`src/pkg/rsb_pkg.sv`:
```
// constants, encodings and state types of the reset strap capture and boot select block
// assumes a single 100 MHz clock and synchronous reset strap and host port pins
package rsb_pkg;

   // ===========================================================
   // clock and timing
   localparam int CLOCK_PERIOD_NS = 10;
   localparam int I2C_QUARTER_NS = 2500;
   // least time: round up to whole cycles
   localparam int I2C_QUARTER_CYCLES = (I2C_QUARTER_NS + CLOCK_PERIOD_NS - 1) / CLOCK_PERIOD_NS;

   // ===========================================================
   // boot select encodings, other codes are reserved
   localparam logic [1:0] BOOT_SEL_HOST = 2'h0;
   localparam logic [1:0] BOOT_SEL_I2C = 2'h1;

   // ===========================================================
   // strap reset values
   localparam logic [1:0] STRAP_BOOT_RESET = 2'h0;
   localparam logic STRAP_WIDTH_RESET = 1'h0;
   localparam logic STRAP_POLARITY_RESET = 1'h0;
   localparam logic STRAP_DUAL_RESET = 1'h0;

   // ===========================================================
   // boot word layout
   localparam int BOOT_WORD_WIDTH = 64;
   localparam int HOST_WORD_WIDTH = 16;
   localparam int BYTE_WIDTH = 8;
   localparam logic [3:0] BYTES_PER_WORD = 4'h8;
   localparam logic [6:0] I2C_EPROM_ADDR = 7'h50;
   localparam int BOOT_WORDS_DEFAULT = 16;

   // ===========================================================
   // state types
   typedef enum logic [2:0] {
      BS_HOLD = 3'b000,
      BS_ROM_INIT = 3'b001,
      BS_SELECT = 3'b010,
      BS_HOST = 3'b011,
      BS_I2C = 3'b100,
      BS_DONE = 3'b101,
      BS_ERROR = 3'b110
   } rsb_boot_state_type;

   typedef enum logic [2:0] {
      IS_IDLE = 3'b000,
      IS_START = 3'b001,
      IS_ADDR = 3'b010,
      IS_ADDR_ACK = 3'b011,
      IS_READ = 3'b100,
      IS_MACK = 3'b101,
      IS_STOP = 3'b110,
      IS_END = 3'b111
   } rsb_i2c_state_type;

endpackage

```
`src/logic/rsb_skid_buffer.sv`:
```
// two-entry buffer with valid and ready on both sides, outputs straight from flops
// assumes one clock and a synchronous active high reset; clear empties both entries
`timescale 1ns/1ps
`default_nettype none
module rsb_skid_buffer #(
   parameter int WIDTH = 64
) (
   input wire logic clock,
   input wire logic srst,
   input wire logic clear,
   input wire logic in_valid,
   input wire logic [WIDTH-1:0] in_data,
   output logic in_ready,
   output logic out_valid,
   output logic [WIDTH-1:0] out_data,
   input wire logic out_ready
);
   logic [WIDTH-1:0] head_q, head_d, spare_q, spare_d;
   logic head_valid_q, head_valid_d, spare_valid_q, spare_valid_d;
   logic in_ready_q, in_ready_d;
   logic in_fire;

   // ===========================================================
   // next values
   always_comb begin
      in_fire = in_valid & in_ready_q;
      head_d = head_q;
      spare_d = spare_q;
      head_valid_d = head_valid_q;
      spare_valid_d = spare_valid_q;
      if ((out_ready & head_valid_q) | ~head_valid_q) begin
         if (spare_valid_q) begin
            head_d = spare_q;
            head_valid_d = 1'b1;
            spare_valid_d = 1'b0;
         end else if (in_fire) begin
            head_d = in_data;
            head_valid_d = 1'b1;
         end else begin
            head_valid_d = 1'b0;
         end
      end else if (in_fire) begin
         // head stalled: second word parks here so nothing is lost
         spare_d = in_data;
         spare_valid_d = 1'b1;
      end
      if (clear) begin
         head_valid_d = 1'b0;
         spare_valid_d = 1'b0;
      end
      in_ready_d = ~spare_valid_d;
   end

   // ===========================================================
   // registers
   always_ff @(posedge clock) begin
      if (srst) begin
         head_q <= '0;
         spare_q <= '0;
         head_valid_q <= 1'b0;
         spare_valid_q <= 1'b0;
         in_ready_q <= 1'b0;
      end else begin
         head_q <= head_d;
         spare_q <= spare_d;
         head_valid_q <= head_valid_d;
         spare_valid_q <= spare_valid_d;
         in_ready_q <= in_ready_d;
      end
   end

   assign in_ready = in_ready_q;
   assign out_valid = head_valid_q;
   assign out_data = head_q;
endmodule
`default_nettype wire

```
`src/logic/rsb_boot_select.sv`:
```
// reset strap capture, clock bypass control and boot loader source select
// assumes straps and host pins synchronous to clock; the clock is the input clock pin
`timescale 1ns/1ps
`default_nettype none
module rsb_boot_select #(
   parameter int BOOT_WORDS = rsb_pkg::BOOT_WORDS_DEFAULT,
   parameter int QUARTER_CYCLES = rsb_pkg::I2C_QUARTER_CYCLES
) (
   input wire logic clock,
   input wire logic srst,
   input wire logic power_on_reset_n,
   input wire logic hard_reset_n,
   input wire logic [1:0] boot_select_straps,
   input wire logic host_width_strap,
   input wire logic host_strobe_polarity_strap,
   input wire logic host_dual_strobe_strap,
   input wire logic rom_init_done,
   input wire logic pll_enable_req,
   output logic pll_bypass,
   output logic rom_boot_run,
   output logic boot_done,
   output logic boot_error,
   output logic [1:0] boot_select_captured,
   output logic host_width_16,
   output logic host_strobe_active_high,
   output logic host_dual_strobe,
   input wire logic [15:0] host_data,
   input wire logic host_strobe,
   input wire logic host_rw,
   output logic host_ready,
   output logic host_dma_enable,
   output logic host_irq_enable,
   output logic i2c_pin_select,
   input wire logic scl_in,
   output logic scl_out,
   output logic scl_oe_n,
   input wire logic sda_in,
   output logic sda_out,
   output logic sda_oe_n,
   output logic boot_word_valid,
   output logic [63:0] boot_word_data,
   input wire logic boot_word_ready
);
   localparam logic [15:0] WORDS_TOTAL = 16'(BOOT_WORDS);
   localparam logic [15:0] LAST_BYTE = 16'(BOOT_WORDS * 8 - 1);
   localparam logic [15:0] QUARTER_LAST = 16'(QUARTER_CYCLES - 1);

   // ===========================================================
   // strap capture
   logic por_prev_q, por_prev_d;
   logic [1:0] boot_sel_q, boot_sel_d;
   logic width_q, width_d, pol_q, pol_d, dual_q, dual_d;
   logic por_rise;

   always_comb begin
      por_rise = power_on_reset_n & ~por_prev_q;
      por_prev_d = power_on_reset_n;
      boot_sel_d = boot_sel_q;
      width_d = width_q;
      pol_d = pol_q;
      dual_d = dual_q;
      // hard reset never reaches here, so its boot reuses these
      if (por_rise) begin
         boot_sel_d = boot_select_straps;
         width_d = host_width_strap;
         pol_d = host_strobe_polarity_strap;
         dual_d = host_dual_strobe_strap;
      end
   end

   always_ff @(posedge clock) begin
      if (srst) begin
         por_prev_q <= 1'b1;
         boot_sel_q <= rsb_pkg::STRAP_BOOT_RESET;
         width_q <= rsb_pkg::STRAP_WIDTH_RESET;
         pol_q <= rsb_pkg::STRAP_POLARITY_RESET;
         dual_q <= rsb_pkg::STRAP_DUAL_RESET;
      end else begin
         // held until the next power-on release
         por_prev_q <= por_prev_d;
         boot_sel_q <= boot_sel_d;
         width_q <= width_d;
         pol_q <= pol_d;
         dual_q <= dual_d;
      end
   end

   // ===========================================================
   // boot sequence
   rsb_pkg::rsb_boot_state_type state_q, state_d;
   rsb_pkg::rsb_i2c_state_type istate_q, istate_d;
   logic hold;
   logic bypass_q, bypass_d;
   logic [15:0] words_q, words_d;
   logic i2c_err_q, i2c_err_d;
   logic pend_q, pend_d;
   logic buf_in_ready;

   always_comb begin
      hold = ~power_on_reset_n | ~hard_reset_n;
      state_d = state_q;
      bypass_d = bypass_q;
      words_d = words_q;
      if (pend_q & buf_in_ready) begin
         words_d = words_q + 16'h1;
      end
      case (state_q)
         rsb_pkg::BS_HOLD: state_d = rsb_pkg::BS_ROM_INIT;
         rsb_pkg::BS_ROM_INIT: begin
            if (rom_init_done) begin
               state_d = rsb_pkg::BS_SELECT;
            end
         end
         rsb_pkg::BS_SELECT: begin
            case (boot_sel_q)
               rsb_pkg::BOOT_SEL_HOST: state_d = rsb_pkg::BS_HOST;
               rsb_pkg::BOOT_SEL_I2C: state_d = rsb_pkg::BS_I2C;
               default: state_d = rsb_pkg::BS_ERROR;
            endcase
         end
         rsb_pkg::BS_HOST: begin
            if (words_q == WORDS_TOTAL) begin
               state_d = rsb_pkg::BS_DONE;
            end
         end
         rsb_pkg::BS_I2C: begin
            if (i2c_err_q && istate_q == rsb_pkg::IS_END) begin
               state_d = rsb_pkg::BS_ERROR;
            end else if (words_q == WORDS_TOTAL && istate_q == rsb_pkg::IS_END) begin
               state_d = rsb_pkg::BS_DONE;
            end
         end
         rsb_pkg::BS_DONE: begin
            // the pll is only switched in once the loader has finished
            if (pll_enable_req) begin
               bypass_d = 1'b0;
            end
         end
         default: state_d = state_q;
      endcase
      if (hold) begin
         state_d = rsb_pkg::BS_HOLD;
         bypass_d = 1'b1;
         words_d = '0;
      end
   end

   always_ff @(posedge clock) begin
      if (srst) begin
         state_q <= rsb_pkg::BS_HOLD;
         bypass_q <= 1'b1;
         words_q <= '0;
      end else begin
         state_q <= state_d;
         bypass_q <= bypass_d;
         words_q <= words_d;
      end
   end

   // ===========================================================
   // host port receive, polled and without dma
   logic wr_prev_q, wr_prev_d;
   logic half_q, half_d;
   logic [7:0] low_byte_q, low_byte_d;
   logic ready_q, ready_d;
   logic strobe_on, write_on, host_take, host_word_valid;
   logic [15:0] host_word;

   always_comb begin
      strobe_on = pol_q ? host_strobe : ~host_strobe;
      // dual strobe: strobe is a write strobe; single: rw low selects write
      write_on = dual_q ? strobe_on : (strobe_on & ~host_rw);
      wr_prev_d = write_on;
      host_take = write_on & ~wr_prev_q & ready_q & (state_q == rsb_pkg::BS_HOST);
      half_d = half_q;
      low_byte_d = low_byte_q;
      host_word_valid = 1'b0;
      host_word = host_data;
      if (host_take) begin
         if (width_q) begin
            host_word_valid = 1'b1;
         end else if (!half_q) begin
            low_byte_d = host_data[7:0];
            half_d = 1'b1;
         end else begin
            // 8-bit mode pairs low byte then high byte into one word
            host_word = {host_data[7:0], low_byte_q};
            host_word_valid = 1'b1;
            half_d = 1'b0;
         end
      end
      // host must see ready before each write: status is polled
      ready_d = (state_d == rsb_pkg::BS_HOST) & ~pend_d;
      if (hold) begin
         half_d = 1'b0;
      end
   end

   always_ff @(posedge clock) begin
      if (srst) begin
         wr_prev_q <= 1'b0;
         half_q <= 1'b0;
         low_byte_q <= '0;
         ready_q <= 1'b0;
      end else begin
         wr_prev_q <= wr_prev_d;
         half_q <= half_d;
         low_byte_q <= low_byte_d;
         ready_q <= ready_d;
      end
   end

   // ===========================================================
   // i2c master read of the boot eprom
   logic [15:0] div_q, div_d, bytes_q, bytes_d;
   logic [1:0] phase_q, phase_d;
   logic [2:0] bit_q, bit_d;
   logic [7:0] shift_q, shift_d;
   logic scl_low_q, scl_low_d, sda_low_q, sda_low_d;
   logic tick, go, i2c_byte_valid, last_byte;

   always_comb begin
      tick = (div_q == '0);
      last_byte = (bytes_q == LAST_BYTE);
      // a full word still waiting stretches scl low before the next byte
      go = tick & ~(istate_q == rsb_pkg::IS_READ && bit_q == 3'h0 && phase_q == 2'h0 && pend_q);
      div_d = tick ? QUARTER_LAST : div_q - 16'h1;
      istate_d = istate_q;
      phase_d = phase_q;
      bit_d = bit_q;
      shift_d = shift_q;
      bytes_d = bytes_q;
      scl_low_d = scl_low_q;
      sda_low_d = sda_low_q;
      i2c_err_d = i2c_err_q;
      i2c_byte_valid = 1'b0;
      if (istate_q == rsb_pkg::IS_IDLE) begin
         if (state_q == rsb_pkg::BS_I2C) begin
            istate_d = rsb_pkg::IS_START;
            phase_d = 2'h0;
         end
      end else if (go && istate_q != rsb_pkg::IS_END) begin
         phase_d = phase_q + 2'h1;
         case (phase_q)
            2'h0: begin
               case (istate_q)
                  rsb_pkg::IS_START: sda_low_d = 1'b0;
                  rsb_pkg::IS_ADDR: sda_low_d = ~shift_q[7];
                  rsb_pkg::IS_MACK: sda_low_d = ~last_byte;
                  rsb_pkg::IS_STOP: sda_low_d = 1'b1;
                  default: sda_low_d = 1'b0;
               endcase
            end
            2'h1: scl_low_d = 1'b0;
            2'h2: begin
               case (istate_q)
                  rsb_pkg::IS_START: sda_low_d = 1'b1;
                  rsb_pkg::IS_STOP: sda_low_d = 1'b0;
                  rsb_pkg::IS_ADDR_ACK: i2c_err_d = sda_in;
                  rsb_pkg::IS_READ: shift_d = {shift_q[6:0], sda_in};
                  default: shift_d = shift_q;
               endcase
            end
            default: begin
               scl_low_d = (istate_q != rsb_pkg::IS_STOP);
               bit_d = bit_q + 3'h1;
               case (istate_q)
                  rsb_pkg::IS_START: begin
                     istate_d = rsb_pkg::IS_ADDR;
                     shift_d = {rsb_pkg::I2C_EPROM_ADDR, 1'b1};
                     bit_d = 3'h0;
                  end
                  rsb_pkg::IS_ADDR: begin
                     shift_d = {shift_q[6:0], 1'b0};
                     if (bit_q == 3'h7) begin
                        istate_d = rsb_pkg::IS_ADDR_ACK;
                     end
                  end
                  rsb_pkg::IS_ADDR_ACK: begin
                     bit_d = 3'h0;
                     istate_d = i2c_err_q ? rsb_pkg::IS_STOP : rsb_pkg::IS_READ;
                  end
                  rsb_pkg::IS_READ: begin
                     if (bit_q == 3'h7) begin
                        istate_d = rsb_pkg::IS_MACK;
                        i2c_byte_valid = 1'b1;
                     end
                  end
                  rsb_pkg::IS_MACK: begin
                     bit_d = 3'h0;
                     bytes_d = bytes_q + 16'h1;
                     istate_d = last_byte ? rsb_pkg::IS_STOP : rsb_pkg::IS_READ;
                  end
                  default: istate_d = rsb_pkg::IS_END;
               endcase
            end
         endcase
      end
      if (hold) begin
         istate_d = rsb_pkg::IS_IDLE;
         scl_low_d = 1'b0;
         sda_low_d = 1'b0;
         i2c_err_d = 1'b0;
         bytes_d = '0;
         div_d = QUARTER_LAST;
      end
   end

   always_ff @(posedge clock) begin
      if (srst) begin
         istate_q <= rsb_pkg::IS_IDLE;
         div_q <= '0;
         phase_q <= '0;
         bit_q <= '0;
         shift_q <= '0;
         bytes_q <= '0;
         scl_low_q <= 1'b0;
         sda_low_q <= 1'b0;
         i2c_err_q <= 1'b0;
      end else begin
         istate_q <= istate_d;
         div_q <= div_d;
         phase_q <= phase_d;
         bit_q <= bit_d;
         shift_q <= shift_d;
         bytes_q <= bytes_d;
         scl_low_q <= scl_low_d;
         sda_low_q <= sda_low_d;
         i2c_err_q <= i2c_err_d;
      end
   end

   // ===========================================================
   // boot word assembly, earliest piece lands in the top bits
   logic [63:0] acc_q, acc_d;
   logic [3:0] cnt_q, cnt_d;

   always_comb begin
      acc_d = acc_q;
      cnt_d = cnt_q;
      pend_d = pend_q & ~buf_in_ready;
      if (host_word_valid) begin
         acc_d = {acc_q[47:0], host_word};
         cnt_d = cnt_q + 4'h2;
      end else if (i2c_byte_valid) begin
         acc_d = {acc_q[55:0], shift_q};
         cnt_d = cnt_q + 4'h1;
      end
      if (cnt_d == rsb_pkg::BYTES_PER_WORD) begin
         pend_d = 1'b1;
         cnt_d = '0;
      end
      if (hold) begin
         cnt_d = '0;
         pend_d = 1'b0;
      end
   end

   always_ff @(posedge clock) begin
      if (srst) begin
         acc_q <= '0;
         cnt_q <= '0;
         pend_q <= 1'b0;
      end else begin
         acc_q <= acc_d;
         cnt_q <= cnt_d;
         pend_q <= pend_d;
      end
   end

   rsb_skid_buffer #(
      .WIDTH(rsb_pkg::BOOT_WORD_WIDTH)
   ) u_buffer (
      .clock(clock),
      .srst(srst),
      .clear(hold),
      .in_valid(pend_q),
      .in_data(acc_q),
      .in_ready(buf_in_ready),
      .out_valid(boot_word_valid),
      .out_data(boot_word_data),
      .out_ready(boot_word_ready)
   );

   // ===========================================================
   // registered status and pin outputs
   logic run_q, done_q, err_q, pinsel_q;

   always_ff @(posedge clock) begin
      if (srst) begin
         run_q <= 1'b0;
         done_q <= 1'b0;
         err_q <= 1'b0;
         pinsel_q <= 1'b0;
      end else begin
         run_q <= (state_d != rsb_pkg::BS_HOLD) & (state_d != rsb_pkg::BS_DONE);
         done_q <= (state_d == rsb_pkg::BS_DONE);
         err_q <= (state_d == rsb_pkg::BS_ERROR);
         pinsel_q <= (state_d == rsb_pkg::BS_I2C);
      end
   end

   // open-drain: output value is always low, enable pulls the wire
   assign scl_out = 1'b0;
   assign sda_out = 1'b0;
   assign scl_oe_n = ~scl_low_q;
   assign sda_oe_n = ~sda_low_q;
   assign pll_bypass = bypass_q;
   assign rom_boot_run = run_q;
   assign boot_done = done_q;
   assign boot_error = err_q;
   assign i2c_pin_select = pinsel_q;
   assign host_ready = ready_q;
   // boot always polls without dma or interrupts
   assign host_dma_enable = 1'b0;
   assign host_irq_enable = 1'b0;
   assign boot_select_captured = boot_sel_q;
   assign host_width_16 = width_q;
   assign host_strobe_active_high = pol_q;
   assign host_dual_strobe = dual_q;
endmodule
`default_nettype wire

```
`config.mk`:
```
export PLATFORM = sky130hd
export DESIGN_NAME = rsb_boot_select
export DESIGN_NICKNAME = d
export VERILOG_FILES = /design/src/pkg/rsb_pkg.sv /design/src/logic/rsb_skid_buffer.sv /design/src/logic/rsb_boot_select.sv
export SDC_FILE = /design/constraint.sdc
export NUM_CORES = 1
export LEC_CHECK = 0
export ABC_AREA = 0
export BUFFER_PORTS_ARGS = -buffer_cell sky130_fd_sc_hd__buf_4
export CAP_MARGIN = 10
export CORE_ASPECT_RATIO = 1.75
export CORE_MARGIN = 2
export CORE_UTILIZATION = 38
export CTS_CLUSTER_DIAMETER = 120
export DETAILED_ROUTE_END_ITERATION = 8
export GPL_ROUTABILITY_DRIVEN = 0
export GPL_TIMING_DRIVEN = 1
export SLEW_MARGIN = 0
export SYNTH_ARGS = -nofsm -noshare
export SYNTH_HDL_FRONTEND = slang
export SYNTH_SLANG_ARGS = --single-unit
```
`constraint.sdc`:
```
create_clock -name clock -period 2 [get_ports clock]
set_input_delay 0.2 -clock clock [delete_from_list [all_inputs] [get_ports clock]]
set_output_delay 0.2 -clock clock [all_outputs]
set_load 0.03 [all_outputs]
```
Word level (Yosys, flattened, before mapping)

Cells that the tools add are included.

Word-level logic and storage cells: 202
Input bits: 32
Register bits: 292
Output and inout port bits: 82

Reductions and logical operators: 38
Bitwise logic cells: 35
Equality and inequality tests: 32
Add/sub/neg operators: 7
Mux-type cells: 56

Operators with widths:

| operator                                             | count |
|---|---|
| two-way mux 64 bit                                   | 4 |
| two-way mux 16 bit                                   | 3 |
| two-way mux 3 bit                                    | 12 |
| adder 16 x 1 -> 16 bit, second input constant        | 2 |
| one-hot mux 8 bit (2 select lines)                   | 2 |
| equality test 3 bit, second input constant           | 10 |
| one-hot mux 3 bit (5 select lines)                   | 2 |
| two-way mux 8 bit                                    | 3 |
| inverter 1 bit                                       | 22 |
| two-way mux 1 bit                                    | 18 |
| equality test 16 x 5 -> 1 bit, second input constant | 1 |
| equality test 16 x 7 -> 1 bit, second input constant | 1 |
| logical NOT 16 bit                                   | 1 |
| subtractor 16 x 1 -> 16 bit, second input constant   | 1 |
| equality test 3 x 2 -> 1 bit, second input constant  | 5 |
| != test 3 bit, second input constant                 | 4 |
| AND reduction 4 bit                                  | 3 |
| OR reduction 3 bit                                   | 4 |
| AND 1 bit                                            | 11 |
| two-way mux 2 bit                                    | 5 |
| AND reduction 2 bit                                  | 5 |
| AND reduction 5 bit                                  | 2 |
| logical NOT 3 bit                                    | 3 |
| AND reduction 3 bit                                  | 3 |
| 21 further kinds                                     | 41 |

Depth between registers and ports, before layout

Depth after elaboration: 16
Depth in mapped cells: 11
Mapped depth without buffers: 8

By module

Synthesis repeated with hierarchy kept, for this count alone.

Cell total of the unflattened synthesis: 1505
Area, all modules: 13220.2 sq um

By module, submodules not included:

| module          | seq. area each (sq um) | area each (sq um) | instances | cells each |
|---|---|---|---|---|
| rsb_boot_select | 3223.1                 | 7659.8            | 1         | 922 |
| rsb_skid_buffer | 2622.5                 | 5560.3            | 1         | 583 |

Least setup slack after synthesis

OpenSTA, ideal clock, no wires.

Path type: flip-flop to flip-flop
Start: reg pol_q, in the netlist host_strobe_active_high
End: reg acc_q[10]
Data required time: 1909 ps
Buffers on the path: 2
Arrival time: 2016 ps
Library setup time: 91 ps
Slack: -107 ps
Cell stages (with the launch flop): 9
Period minus slack after synthesis: 2107 ps
Cell sequence: dfxtp_1 -> xnor2_1 -> nand4_4 -> or3b_1 -> clkbuf_1 -> buf_6 -> mux2_2 -> nor2_1 -> a311oi_1

Word-level cells in the longest chain between the ends: 8
Elaborated cells on any way between the ends: 10
Classes of those cells: mux (5); bitwise (4); reduce/logical (1)

Ends and longest elaborated chain:

| what                                                            | RTL line               | text |
|---|---|---|
| from (decl)                                                     | rsb_boot_select.sv:52  | `logic width_q, width_d, pol_q, pol_d, dual_q, dual_d;` |
| from (signal assigned)                                          | rsb_boot_select.sv:76  | `pol_q <= rsb_pkg::STRAP_POLARITY_RESET;` |
| from (signal assigned)                                          | rsb_boot_select.sv:83  | `pol_q <= pol_d;` |
| two-way mux 1 bit (*)                                           | rsb_boot_select.sv:170 | `strobe_on = pol_q ? host_strobe : ~host_strobe;` |
| AND 1 bit                                                       | rsb_boot_select.sv:172 | `write_on = dual_q ? strobe_on : (strobe_on & ~host_rw);` |
| two-way mux 1 bit (*)                                           | rsb_boot_select.sv:172 |  |
| AND 1 bit (*) (3 in series)                                     | rsb_boot_select.sv:174 | `host_take = write_on & ~wr_prev_q & ready_q & (state_q == rsb_pkg::BS_HOST);` |
| two-way mux 16 bit / two-way mux 1 bit (equally long branches)  | rsb_boot_select.sv:179 | `if (host_take) begin` |
| two-way mux 64 bit / nonzero test 2 bit (equally long branches) | -                      |  |
| to (signal assigned)                                            | rsb_boot_select.sv:361 | `acc_q <= '0;` |
| to (signal assigned)                                            | rsb_boot_select.sv:365 | `acc_q <= acc_d;` |
| to (decl)                                                       | rsb_boot_select.sv:335 | `logic [63:0] acc_q, acc_d;` |

Every way passes the cells marked *; elsewhere a longest branch is shown, timed or not.
A chain may end at the register's enable or synchronous reset.

Worst setup path in the final report

Start: reg div_q[0]
End: reg acc_q[3]

Word-level cells in the longest chain between the ends: 6

Ends and longest elaborated chain:

| what                         | RTL line               | text |
|---|---|---|
| from (decl)                  | rsb_boot_select.sv:215 | `logic [15:0] div_q, div_d, bytes_q, bytes_d;` |
| from (signal assigned)       | rsb_boot_select.sv:322 | `div_q <= div_d;` |
| logical NOT 16 bit           | rsb_boot_select.sv:223 | `tick = (div_q == '0);` |
| AND 1 bit                    | rsb_boot_select.sv:226 | `go = tick & ~(istate_q == rsb_pkg::IS_READ && bit_q == 3'h0 && phase_q == 2'h0 && pend_q);` |
| logical AND 1 bit            | rsb_boot_select.sv:242 | `end else if (go && istate_q != rsb_pkg::IS_END) begin` |
| two-way mux 1 bit            | rsb_boot_select.sv:242 |  |
| two-way mux 1 bit            | rsb_boot_select.sv:237 | `if (istate_q == rsb_pkg::IS_IDLE) begin` |
| nonzero test 2 bit (no line) | -                      |  |

No other way between the ends.

==> run summary <==
status: complete, but fails checks
failing checks: negative setup slack
Root Buffer: clkbuf_16
Yosys cell types: 63
Pwr Density: 698 nW/um^2
final period utilization: 101%
RSZ-0062 raised after global routing: true
port buffer count: 108
post-route DRC violation count: 0
Pre-antenna DRT Iters: 5
CTS tree: done
core area: 32,900 um^2
first-pass GRT wire length: 52.3 mm
diodes inserted: 0
Worst Tran Pin Value: 811 ps
number of DRC markers in iteration 0: 575
Clk pwr share: 44.8%
P&R area growth vs syn: 28.2%
CTS H-tree depth: 1
IO Pins: 114
initial antenna violation count: 0
crit-path max FO: 8
sw power: 0.00249 W
Layout Skew: 19.0 ps
overall routing resource usage: 18.4%
Die Wd: 142 um
final net count: 1,693
die height: 245 um
post-synthesis cell count: 1,506
max cap viols: 0
Sink Count: 292
layout cell share with drive strength beyond 1: 24.4%
asr flop ratio synth: 0%
synth top area cells: dfxtp_1 (46%), nand2_1 (8.7%), mux2i_1 (6.6%)
Routed wire per std cell: 16.4 um
Num CTS Buffers: 27
CP arrival: 2450 ps
Power Internal: 0.00882 W
max_slew headroom: 45.9%
setup violators final: 3
critical setup path kind: flop to flop
Post-DP HPWL: 22.7 mm
Pleak: 5.69 nW
Main synth FF type: dfxtp_1
final hold vios: 0
setup TNS: -37.9 ps
commonest non-fill, non-tap cells in the layout: dfxtp_1 (285), nand2_1 (232), nor2_1 (217), buf_4 (173), a21oi_1 (100)
CTS clk-pin slew, worst paths: 70 ps
vias per cell: 5.24
clk_lat worst skew: 560 ps
Min-Delay Path Class: input pin to flop
Achievable Freq: 0.494 GHz
Gate power share: 3.5%
Ys Warns: 0
Synth Cell Area: 12,600 um^2
endpoint class of the critical path: flop
vias in the first global route: 10,251
post-route setup slack: -24.2 ps
EDFF count, synth: 0
Post-Route WL: 34.0 mm
FP Rows: 88
Max clock buf depth: 3
area leader, netlist: dfxtp_1
Design Power: 0.0113 W
die area: 34,800 um^2
commonest non-fill, non-tap cell in the layout: dfxtp_1
fin. max-slew vios: 0
total global routing overflow: 0
Yosys reg bits: 292
via count: 10,856
top cell type's share of synthesized area: 46.2%
crit start category: flop
switch share: 22.0%
Final min period: 2020 ps
VDD IR-drop max: 0.573 mV
number of routed nets with antenna violations: 0
Avg Cell Area, Syn: 8.40 um^2
initial core utilization: 38.4%
Seq/Total Area, Yosys: 46.2%
WP data required: 2420 ps
Sequential Power Share: 51.7%
pin count of the biggest net entering global routing: 157
==> power by group through the flow <==
stage / Clock, W / Combinational [W] / Sequential, W
4_1_cts: 0.00519 / 0.000388 / 0.00585
6_report: 0.00507 / 0.000399 / 0.00585
2_1_floorplan: 0 / 0.000187 / 0.00599
5_1_grt: 0.00541 / 0.000430 / 0.00585
3_5_place_dp: 0 / 0.000344 / 0.00598
3_3_place_gp: 0 / 0.000341 / 0.00598
==> final timing paths <==
check	depth (start not counted)	from	endpoint	slack [ps]
max	10	div_q[0]$_SDFF_PP0_	acc_q[3]$_SDFFE_PP0P_	-20
min	4	host_data[14]	acc_q[14]$_SDFFE_PP0P_	160
max reg2reg	10	div_q[0]$_SDFF_PP0_	acc_q[3]$_SDFFE_PP0P_	-20
min reg2reg	2	pll_bypass$_SDFFE_PP1P_	pll_bypass$_SDFFE_PP1P_	450
==> cell usage after synthesis, drive strengths merged, types with 3 or more instances <==
| cell | instances |
|---|---|
| xnor2 | 23 |
| nand3 | 19 |
| mux2i | 83 |
| nor3 | 23 |
| o22a | 3 |
| nor2 | 221 |
| a21oi | 100 |
| and2 | 6 |
| nor2b | 10 |
| clkbuf | 85 |
| nor3b | 3 |
| a311oi | 62 |
| nand2 | 292 |
| nand2b | 7 |
| o21ai | 18 |
| mux2 | 13 |
| a211oi | 66 |
| and3 | 11 |
| xor2 | 16 |
| buf | 32 |
| nor4 | 9 |
| nand4 | 19 |
| and4 | 5 |
| ha | 14 |
| inv | 21 |
| or3 | 15 |
| or2 | 3 |
| dfxtp | 292 |
| a22oi | 5 |
==> logic make-up (layout without fill, tap and decap cells) <==
kind of cell | count (synthesis) | after routing | share of synthesized area [%]
multiplexers | 96 | 96 | 7.73
other | 1 | 4 | 0.0297
adder cells (fa/ha/maj) | 14 | 14 | 1.39
AO/OA/AOI/OAI | 270 | 270 | 14.5
AND/OR/NAND/NOR | 656 | 657 | 22.7
XOR/XNOR | 39 | 39 | 2.70
flip-flops | 292 | 292 | 46.2
buffers and inverters | 138 | 295 | 4.80
==> registers in the layout, indices dropped and copies added (netlist names), 4 cells and up <==
signal,cells
u_buffer.spare_q,64
low_byte_q,8
cnt_q,4
shift_q,8
acc_q,64
words_q,16
bytes_q,16
div_q,16
u_buffer.out_data,64
==> through the flow <==
stage,instance area [um^2],hold slack [ps],setup WS [ps],util [%],instances
finish,16200,164,-24.2,49.2,2072
floorplan,12700,307,17.2,-,1509
CTS,15400,163,-16.6,46.8,2057
detailed placement,14200,406,-132,43.2,1984
global placement,14200,406,-127,43.2,1984
global route,16200,183,-140,49.2,2072
==> layout make-up <==
class	instances	area, um^2
fill	3088	16700
multi-input combinational	1080	6830
sequential	292	5860
timing repair buffer	225	2060
clock buffer	42	822
tap	405	507
inverter	21	78.8
clock inverter	7	41.3
==> timing repair <==
item                                    4_1_cts  5_1_grt
buffers inserted                              1        6
endpoints found under the hold margin        36        0
gates cloned                                  0        9
endpoints found under the setup margin       84      101
hold buffers                                 23        0
gates resized for setup                      17      149
pin swaps                                     3       66
==> routing by layer <==
metal | wire length (um) | GRT usage, %
met1 | 12500 | 19.3
met2 | 19400 | 36.9
met3 | 972 | 1.85
met4 | 1120 | 6.91
met5 | 0 | 0
==> worst max-delay path: stages (launching register included) <==
cell and delay (ps):
dfxtp_2 330, inv_2 80, ha_4 120, nor4b_4 230, and4_4 310, buf_6 110, and3_4 230, buf_12 140
mux2i_1 180, o22a_1 130, nor2_1 30
Power figures use the tool's default switching activity.
